<file path="config.mk">
export PLATFORM = sky130hd
export DESIGN_NAME = address_breakpoint_unit
export DESIGN_NICKNAME = d
export VERILOG_FILES = /design/src/shared/brk_pkg.sv /design/src/core/address_breakpoint_unit.sv
export SDC_FILE = /design/constraint.sdc
export NUM_CORES = 1
export LEC_CHECK = 0
export BUFFER_PORTS_ARGS = -buffer_cell sky130_fd_sc_hd__buf_2
export CAP_MARGIN = 40
export CORE_MARGIN = 3
export CORE_UTILIZATION = 55
export CTS_CLUSTER_SIZE = 16
export DETAILED_ROUTE_END_ITERATION = 7
export PLACE_DENSITY = 0.86
export SETUP_SLACK_MARGIN = 0.4
export SLEW_MARGIN = 20
export SYNTH_ARGS = -nofsm -noshare
export SYNTH_HDL_FRONTEND = slang
export SYNTH_SLANG_ARGS = --single-unit
</file>
<file path="constraint.sdc">
create_clock -name REF_CLK_I -period 3.8 [get_ports REF_CLK_I]
set_clock_uncertainty 0.2 [all_clocks]
set_input_delay 0.76 -clock REF_CLK_I [delete_from_list [all_inputs] [get_ports REF_CLK_I]]
set_output_delay 0.76 -clock REF_CLK_I [all_outputs]
set_load 0.05 [all_outputs]
</file>
<file path="src/shared/brk_pkg.sv">
// Package for the address breakpoint unit: register map, fields, vectors, types
package brk_pkg;
  localparam int unsigned ADDR_W = 16;
  localparam int unsigned DATA_W = 8;
  localparam logic [15:0] OFS_ADDR_HIGH = 16'hFE0C;
  localparam logic [15:0] OFS_ADDR_LOW = 16'hFE0D;
  localparam logic [15:0] OFS_CTRL_STATUS = 16'hFE0E;
  localparam logic [15:0] OFS_BREAK_FLAG_CTRL = 16'hFE10;
  localparam logic [15:0] OFS_WAIT_STATUS = 16'hFE11;
  localparam int unsigned BIT_MATCH_EN = 7;
  localparam int unsigned BIT_ACTIVE = 6;
  localparam int unsigned BIT_FLAG_CLR_EN = 7;
  localparam int unsigned BIT_WAIT_EXIT = 1;
  localparam logic [7:0] RST_BYTE = 8'h00;
  localparam logic [7:0] CTRL_RW_MASK = 8'hC0;
  localparam logic [15:0] VEC_USER = 16'hFFFC;
  localparam logic [15:0] VEC_MONITOR = 16'hFEFC;
  localparam logic [7:0] SWI_OPCODE = 8'h83;
  localparam logic [7:0] RTI_OPCODE = 8'h80;

  typedef struct packed {
    logic [15:0] addr;
    logic fetch;
    logic opcode_fetch;
    logic instr_boundary;
    logic [7:0] opcode;
  } cpu_bus_t;

  typedef struct packed {
    logic breakpoint_request;
    logic load_swi;
    logic [7:0] swi_opcode;
    logic [15:0] vector;
  } sim_req_t;

  typedef enum logic [1:0] {
    ST_IDLE,
    ST_PENDING,
    ST_ACTIVE
  } brk_state_t;
endpackage

</file>
<file path="src/core/address_breakpoint_unit.sv">
// Address breakpoint unit: match logic, break state, register slave
//
// Chosen here: the Avalon-MM slave port.
`timescale 1ns/1ps

// Summary of operation
// - Address equal to break address while enabled raises breakpoint request.
// - CPU finishes instruction, loads software interrupt, vectors user or monitor page.
// - Break triggered by program address match or software writing active bit.
// - Return-from-interrupt inside break routine ends break state.
// - Break on opcode address: instruction also completes before break.
// - Break on operand address: instruction completes before break.
// - Software request taken just before next instruction starts.
// - Active bit cleared, address unchanged: no further break after return.
// - New address plus cleared active bit allows repeated breaks.
// - Timer counter halted while break active.
// - Watchdog disabled in break when high test voltage on reset pin.
// - Flag-clear-enable bit decides if flags clearable in break.
// - Match enable bit 7, read/write, resets to zero.
// - Active bit set by match, write one requests, write zero clears.
// - High and low break address bytes, cleared by reset.
// - Works in wait mode; wait-exit flag records break exit from wait.
// - Inactive in stop mode; registers keep their contents.
// - Peripheral registers stay accessible during break service.
// - Monitor mode takes vectors from the FE page.
module address_breakpoint_unit (
  // Clock, reset, enable
  input wire logic REF_CLK_I,
  input wire logic RST_I,
  input wire logic CLK_EN_I,
  // Avalon-MM slave
  input wire logic [15:0] AVS_ADDRESS_I,
  input wire logic AVS_READ_I,
  input wire logic AVS_WRITE_I,
  input wire logic [7:0] AVS_WRITEDATA_I,
  output logic [7:0] AVS_READDATA_O,
  output logic AVS_WAITREQUEST_O,
  // CPU side
  input wire brk_pkg::cpu_bus_t CPU_BUS_I,
  input wire logic MONITOR_MODE_I,
  input wire logic WAIT_MODE_I,
  input wire logic STOP_MODE_I,
  input wire logic HIGH_TEST_VOLTAGE_I,
  // System integration side
  output brk_pkg::sim_req_t SIM_REQ_O,
  output logic BREAK_ACTIVE_O,
  output logic TIMER_HALT_O,
  output logic WATCHDOG_DISABLE_O,
  output logic FLAG_CLEAR_ALLOWED_O,
  output logic PERIPH_ACCESS_OK_O
);
  import brk_pkg::*;

  logic [7:0] addr_high_q;
  logic [7:0] addr_low_q;
  logic match_en_q;
  logic active_flag_q;
  logic flag_clr_en_q;
  logic wait_exit_q;
  logic ack_q;
  logic [7:0] rdata_q;
  logic [15:0] last_hit_q;
  logic rearm_q;
  brk_state_t state_q;
  brk_state_t state_d;
  logic run;
  logic acc;
  logic wr_hit;
  logic addr_match;
  logic sw_request;
  logic take_break;
  logic rti_seen;

  function automatic logic hit(input logic [15:0] a, input logic [15:0] ofs);
    hit = (a == ofs);
  endfunction

  // ----------------------------------------------------------------
  // Bus slave
  // ----------------------------------------------------------------
  // Stop mode freezes the unit; registers keep state
  assign run = CLK_EN_I && !STOP_MODE_I;
  assign acc = (AVS_READ_I || AVS_WRITE_I) && !ack_q;
  assign wr_hit = AVS_WRITE_I && !ack_q && run;

  // One wait cycle per access, then ack
  always_ff @(posedge REF_CLK_I) begin
    if (RST_I) begin
      ack_q <= 1'b0;
    end else if (run) begin
      ack_q <= acc;
    end
  end

  always_ff @(posedge REF_CLK_I) begin
    if (RST_I) begin
      AVS_WAITREQUEST_O <= 1'b1;
    end else if (run) begin
      AVS_WAITREQUEST_O <= !acc;
    end
  end

  // Registers stay readable even while a break is being serviced
  always_ff @(posedge REF_CLK_I) begin
    if (RST_I) begin
      rdata_q <= RST_BYTE;
    end else if (run && AVS_READ_I && !ack_q) begin
      if (hit(AVS_ADDRESS_I, OFS_ADDR_HIGH)) begin
        rdata_q <= addr_high_q;
      end else if (hit(AVS_ADDRESS_I, OFS_ADDR_LOW)) begin
        rdata_q <= addr_low_q;
      end else if (hit(AVS_ADDRESS_I, OFS_CTRL_STATUS)) begin
        rdata_q <= {match_en_q, active_flag_q, 6'h00};
      end else if (hit(AVS_ADDRESS_I, OFS_BREAK_FLAG_CTRL)) begin
        rdata_q <= {flag_clr_en_q, 7'h00};
      end else if (hit(AVS_ADDRESS_I, OFS_WAIT_STATUS)) begin
        rdata_q <= {6'h00, wait_exit_q, 1'b0};
      end else begin
        rdata_q <= RST_BYTE;
      end
    end
  end
  assign AVS_READDATA_O = rdata_q;

  // ----------------------------------------------------------------
  // Address and control registers
  // ----------------------------------------------------------------
  always_ff @(posedge REF_CLK_I) begin
    if (RST_I) begin
      addr_high_q <= RST_BYTE;
      addr_low_q <= RST_BYTE;
    end else if (wr_hit) begin
      if (hit(AVS_ADDRESS_I, OFS_ADDR_HIGH)) begin
        addr_high_q <= AVS_WRITEDATA_I;
      end
      if (hit(AVS_ADDRESS_I, OFS_ADDR_LOW)) begin
        addr_low_q <= AVS_WRITEDATA_I;
      end
    end
  end

  always_ff @(posedge REF_CLK_I) begin
    if (RST_I) begin
      match_en_q <= 1'b0;
    end else if (wr_hit && hit(AVS_ADDRESS_I, OFS_CTRL_STATUS)) begin
      match_en_q <= AVS_WRITEDATA_I[BIT_MATCH_EN];
    end
  end

  always_ff @(posedge REF_CLK_I) begin
    if (RST_I) begin
      flag_clr_en_q <= 1'b0;
    end else if (wr_hit && hit(AVS_ADDRESS_I, OFS_BREAK_FLAG_CTRL)) begin
      flag_clr_en_q <= AVS_WRITEDATA_I[BIT_FLAG_CLR_EN];
    end
  end

  // ----------------------------------------------------------------
  // Match detection
  // ----------------------------------------------------------------
  // Only program fetches compare; data cycles cannot trigger
  assign addr_match = run && match_en_q && CPU_BUS_I.fetch &&
    (CPU_BUS_I.addr == {addr_high_q, addr_low_q});
  assign sw_request = wr_hit && hit(AVS_ADDRESS_I, OFS_CTRL_STATUS) &&
    AVS_WRITEDATA_I[BIT_ACTIVE];
  assign rti_seen = run && (state_q == ST_ACTIVE) && CPU_BUS_I.opcode_fetch &&
    (CPU_BUS_I.opcode == RTI_OPCODE);

  // An address that already broke once stays quiet until the break
  // address registers change; this is what lets a cleared
  // flag with an unchanged address suppress a second break.
  always_ff @(posedge REF_CLK_I) begin
    if (RST_I) begin
      last_hit_q <= 16'h0000;
      rearm_q <= 1'b1;
    end else if (run) begin
      if (addr_match && rearm_q && state_q == ST_IDLE) begin
        last_hit_q <= CPU_BUS_I.addr;
        rearm_q <= 1'b0;
      end else if ({addr_high_q, addr_low_q} != last_hit_q) begin
        rearm_q <= 1'b1;
      end
    end
  end

  // Set by match or software write; set wins over a same-cycle clear
  always_ff @(posedge REF_CLK_I) begin
    if (RST_I) begin
      active_flag_q <= 1'b0;
    end else if (run) begin
      if ((addr_match && rearm_q) || sw_request) begin
        active_flag_q <= 1'b1;
      end else if (wr_hit && hit(AVS_ADDRESS_I, OFS_CTRL_STATUS)) begin
        active_flag_q <= 1'b0;
      end
    end
  end

  // ----------------------------------------------------------------
  // Break sequencing
  // ----------------------------------------------------------------
  // Pending break waits for the instruction boundary: opcode hits
  // and operand hits alike break after that instruction.
  assign take_break = (state_q == ST_PENDING) && CPU_BUS_I.instr_boundary;

  always_comb begin
    state_d = state_q;
    case (state_q)
      ST_IDLE: begin
        if ((addr_match && rearm_q) || sw_request) begin
          state_d = ST_PENDING;
        end
      end
      ST_PENDING: begin
        if (take_break) begin
          state_d = ST_ACTIVE;
        end
      end
      ST_ACTIVE: begin
        if (rti_seen) begin
          state_d = ST_IDLE;
        end
      end
      default: begin
        state_d = ST_IDLE;
      end
    endcase
  end

  always_ff @(posedge REF_CLK_I) begin
    if (RST_I) begin
      state_q <= ST_IDLE;
    end else if (run) begin
      state_q <= state_d;
    end
  end

  always_ff @(posedge REF_CLK_I) begin
    if (RST_I) begin
      wait_exit_q <= 1'b0;
    end else if (run) begin
      if (take_break && WAIT_MODE_I) begin
        wait_exit_q <= 1'b1;
      end else if (wr_hit && hit(AVS_ADDRESS_I, OFS_WAIT_STATUS)) begin
        wait_exit_q <= AVS_WRITEDATA_I[BIT_WAIT_EXIT];
      end
    end
  end

  // ----------------------------------------------------------------
  // Outputs to system integration logic
  // ----------------------------------------------------------------
  always_ff @(posedge REF_CLK_I) begin
    if (RST_I) begin
      SIM_REQ_O <= '0;
      BREAK_ACTIVE_O <= 1'b0;
      TIMER_HALT_O <= 1'b0;
      WATCHDOG_DISABLE_O <= 1'b0;
      FLAG_CLEAR_ALLOWED_O <= 1'b1;
      PERIPH_ACCESS_OK_O <= 1'b1;
    end else if (run) begin
      SIM_REQ_O.breakpoint_request <= (state_d == ST_PENDING);
      SIM_REQ_O.load_swi <= take_break;
      SIM_REQ_O.swi_opcode <= SWI_OPCODE;
      SIM_REQ_O.vector <= MONITOR_MODE_I ? VEC_MONITOR : VEC_USER;
      BREAK_ACTIVE_O <= (state_d == ST_ACTIVE);
      TIMER_HALT_O <= (state_d == ST_ACTIVE);
      WATCHDOG_DISABLE_O <= (state_d == ST_ACTIVE) && HIGH_TEST_VOLTAGE_I;
      FLAG_CLEAR_ALLOWED_O <= (state_d != ST_ACTIVE) || flag_clr_en_q;
      PERIPH_ACCESS_OK_O <= 1'b1;
    end
  end
endmodule // address_breakpoint_unit

</file>
Word level (Yosys, flattened, before mapping)
Index checks and enable logic that the tools add are counted.
{ "op_classes": {"n_eq_ne": 13, "n_reduce_logical": 37, "muxes": 16} }
{ "ops": {"columns": ["op", "n"], "rows": [
  ["== test 16 bit, second input constant", 5],
  ["2-to-1 mux 8 bit", 4],
  ["logical AND 1 bit", 21],
  ["== test 16 bit", 1],
  ["!= test 16 bit", 1],
  ["AND reduction 2 bit", 6],
  ["2-to-1 mux 9 bit", 1],
  ["== test 8 bit, second input constant", 1],
  ["2-to-1 mux 2 bit", 4],
  ["2-to-1 mux 1 bit", 6],
  ["case mux 2 bit (3 select lines)", 1],
  ["nonzero test 2 bit", 3],
  ["== test 2 x 1 -> 1 bit, second input constant", 2],
  ["== test 2 bit, second input constant", 2],
  ["zero test 1 bit", 3],
  ["logical OR 1 bit", 3],
  ["zero test 2 bit", 1],
  ["!= test 2 bit, second input constant", 1]
]} }
{ "totals": {"out_inout_bits": 40, "ff_bits": 71} }

Longest topological paths before layout
{ "depth": {"word_depth": 11, "ltp_mapped": 7, "ltp_nobuf": 5} }

Least setup slack after synthesis
Ideal clock, no wire load.
{ "synth_path": {"path_type": "input -> register", "from": "input port AVS_ADDRESS_I[5]", "to": "register addr_low_q[0]", "required_ps": 3472, "n_path_buf": 1, "setup_time_ps": 128, "t_arrival_ps": 2198, "cell_stages": 6, "slack_ps": 1274, "path_cell_list": "or3_4 > nor4_4 > and4b_2 > buf_6 > mux2i_1 > nor2_1"} }
{ "synth_between": {"elab_chain_len": 2} }
{ "synth_rtl": {"columns": ["element", "line", "rtl"], "rows": [
  ["start: declaration", "address_breakpoint_unit.sv:32", "input wire logic [15:0] AVS_ADDRESS_I,"],
  ["== test 16 bit", "address_breakpoint_unit.sv:75", "hit = (a == ofs);"],
  ["AND reduction 2 bit (no line)", null, null],
  ["end signal: assignment", "address_breakpoint_unit.sv:131", "addr_low_q <= RST_BYTE;"],
  ["end signal: assignment", "address_breakpoint_unit.sv:137", "addr_low_q <= AVS_WRITEDATA_I;"],
  ["end: declaration", "address_breakpoint_unit.sv:55", "logic [7:0] addr_low_q;"]
]} }
No other way between the ends.
A chain may end at the register's enable or synchronous reset.

Final worst setup path
{ "layout_path": {"from": "input port CPU_BUS_I[25] (netlist bit)", "to": "register last_hit_q[5]"} }
{ "layout_between": {"elab_chain_len": 5} }
{ "layout_rtl": {"columns": ["element", "line", "rtl"], "rows": [
  ["start: declaration", "address_breakpoint_unit.sv:39", "input wire brk_pkg::cpu_bus_t CPU_BUS_I,"],
  ["== test 16 bit", "address_breakpoint_unit.sv:163", "(CPU_BUS_I.addr == {addr_high_q, addr_low_q});"],
  ["logical AND 1 bit", "address_breakpoint_unit.sv:162", "assign addr_match = run && match_en_q && CPU_BUS_I.fetch &&"],
  ["logical AND 1 bit (2 in a row)", "address_breakpoint_unit.sv:177", "if (addr_match && rearm_q && state_q == ST_IDLE) begin"],
  ["AND reduction 2 bit (no line)", null, null],
  ["end signal: assignment", "address_breakpoint_unit.sv:178", "last_hit_q <= CPU_BUS_I.addr;"],
  ["end: declaration", "address_breakpoint_unit.sv:62", "logic [15:0] last_hit_q;"]
]} }
No other way between the ends.

==> out/summary.txt <==
Routed Antenna Nets = 0
Area Overhead vs Synth = 12.9%
CTS Root Cell = clkbuf_8
H-tree depth = 2
Synth Instances = 348
Setup crit start kind = input pin
largest net degree at the start of global routing = 43
period utilisation layout = 71.9%
Syn Area/Cell = 8.80 um^2
Cell Int Power = 0.770 mW
maximum root-to-sink buffer count = 2
clock share of power = 28.7%
Die Span Y = 80.6 um
via count = 2,811
Sw Pwr = 0.328 mW
Die W = 80.6 um
Worst-Skew Late Latency = 310 ps
Hold Fails Final Rpt = 0
I/O Buffers = 91
Seq cells post-synth = 56
setup TNS = 0 ps
most frequent cells in the layout = 91 x buf_2, 56 x dfxtp_1, 33 x nor2_1, 33 x a21oi_1, 32 x xor2_1
Avg WL per Cell = 15.7 um
routability congestion estimate = 0.905
sequential share of the synthesized area = 36.6%
clock-pin slew on the worst setup and hold paths = 90 ps
layout cell share with drive strength beyond 1 = 28.8%
post-synthesis cell area = 0.00306 mm^2
power per cell area = 318 mW/mm^2
final WL = 7530 um
Initial Util = 58.5%
Logic pwr share = 16.9%
synth top area cells = dfxtp_1 37%, xor2_1 9.2%, mux2i_1 6.2%
post-cts gate resize count = 0
count of different cell masters after synthesis = 44
CTS Sinks = 56
Starting DRT DRC Count = 170
worst setup path class = in -> reg
total CTS buffers = 5
max_cap viols = 0
LEAKAGE = 1.54 nW
FP Rows = 26
yosys warns = 0
hpwl dp = 5540 um
Worst Path Required = 3790 ps
Peak Freq = 366 MHz
switch share = 29.8%
core area = 0.00524 mm^2
Antenna Cells = 0
maximum vdd drop = 0.196 mV
Final setup viols = 0
fraction of registers with async set/reset = 0%
I/O Pins = 100
Core Util, Final = 66.0%
most common library cell in the layout ignoring fill and taps = buf_2
Rel. slew slack = 48.8%
fin nets = 470
Yosys top cell by area = dfxtp_1
Post-synth EDFFs = 0
Sequential Power Share = 54.4%
die footprint = 0.00650 mm^2
first-pass GRT wire length = 11,600 um
Post-CTS Hold Fix Bufs = 0
setup bufs post-CTS = 0
CTS tree = yes
top cell type's share of synthesized area = 36.6%
RSZ-0062 raised after global routing = no
crit path DAT = 2720 ps
hold crit path type = reg -> reg
most used flip-flop cell after synthesis = dfxtp_1
vias in the first global route = 2,467
initial antenna violation count = 0
Setup crit end kind = flip-flop
drt pass-1 iters = 4
DRC Markers = 0
Max Slew Vio Count = 0
status = completed
gr usage total = 22.7%
crit path time final = 2730 ps
Via density = 5.86
Worst-Margin Slew = 766 ps
Pwr Total = 1.10 mW
grt ovf = 0
worst-path maximum fanout = 18
[sequential cells by signal, indices dropped and copies added (netlist names)]
signal,count
WATCHDOG_DISABLE_O,1
active_flag_q,1
rearm_q,1
addr_high_q,8
wait_exit_q,1
state_q,2
flag_clr_en_q,1
FLAG_CLEAR_ALLOWED_O,1
ack_q,1
addr_low_q,8
TIMER_HALT_O,1
last_hit_q,16
match_en_q,1
AVS_READDATA_O,8
SIM_REQ_O,4
AVS_WAITREQUEST_O,1
[per-layer routing]
metal	routed length [um]	up-vias	GRT usage, %
li1	-	1344	-
met1	3180	1319	30.5
met2	3500	130	35.3
met3	643	18	4.93
met4	208	0	8.61
met5	0	-	0
[final cells by class]
| type | count | area, um^2 |
|---|---|---|
| Sequential cell | 56 | 1120 |
| Timing Repair Buffer | 95 | 495 |
| Clock buffer | 5 | 68.8 |
| Tap cell | 70 | 87.6 |
| Clock inverter | 2 | 12.5 |
| Multi-Input combinational cell | 252 | 1670 |
| Fill cell | 424 | 1780 |
[cells in the mapped netlist, drive strengths merged (2+ instances only)]
library cell / n
nand2b: 4
clkbuf: 16
and3: 3
mux2: 7
o21ai: 2
nand4: 19
nor3: 2
nor4: 10
or3: 5
o211ai: 2
o31ai: 16
conb: 2
nor3b: 3
nor2b: 2
buf: 30
a31oi: 2
a211oi: 2
nand3b: 2
o22ai: 2
xor2: 32
nor2: 33
o21bai: 2
dfxtp: 56
nand3: 12
a21oi: 33
mux2i: 19
nand2: 18
[power groups by stage]
stage                     sequential [mW]  clock (mW)  combinational, mW
after global routing                0.599       0.340              0.197
after detailed placement            0.611           0              0.184
after floorplan                     0.624           0              0.127
final                               0.597       0.315              0.186
after global placement              0.611           0              0.177
after CTS                           0.597       0.322              0.184
[metrics by stage]
stage	hold WS [ps]	area, um^2	std cells	worst slack (ps)
after floorplan	258	3080	354	1270
after global placement	236	3340	470	790
after CTS	256	3450	479	1150
after detailed placement	243	3370	472	836
after global routing	286	3460	480	975
final	255	3460	480	1070
[worst max-delay path: stages]
cell     delay (ps)
buf_2           110
xor2_1          170
nor4_1          450
nand3_1         630
o31ai_1         480
a21oi_1         110
[final timing paths]
path / cells after the start / from / slack, ps / endpoint
min reg2reg: 2 / WATCHDOG_DISABLE_O / 260 / WATCHDOG_DISABLE_O
min: 2 / WATCHDOG_DISABLE_O / 260 / WATCHDOG_DISABLE_O
max reg2reg: 5 / addr_high_q[6] / 1240 / last_hit_q[5]
max: 6 / CPU_BUS_I[25] / 1070 / last_hit_q[5]
[cells by family after synthesis]
family / Yosys count / synth area share (%)
compound gates: 65 / 13.5
xor+xnor: 32 / 9.15
buf+inv: 46 / 9.52
flops: 56 / 36.6
mux: 26 / 8.79
other cells: 2 / 0.245
simple gates: 121 / 22.2
Note: power is estimated with default switching activity, not from simulation.
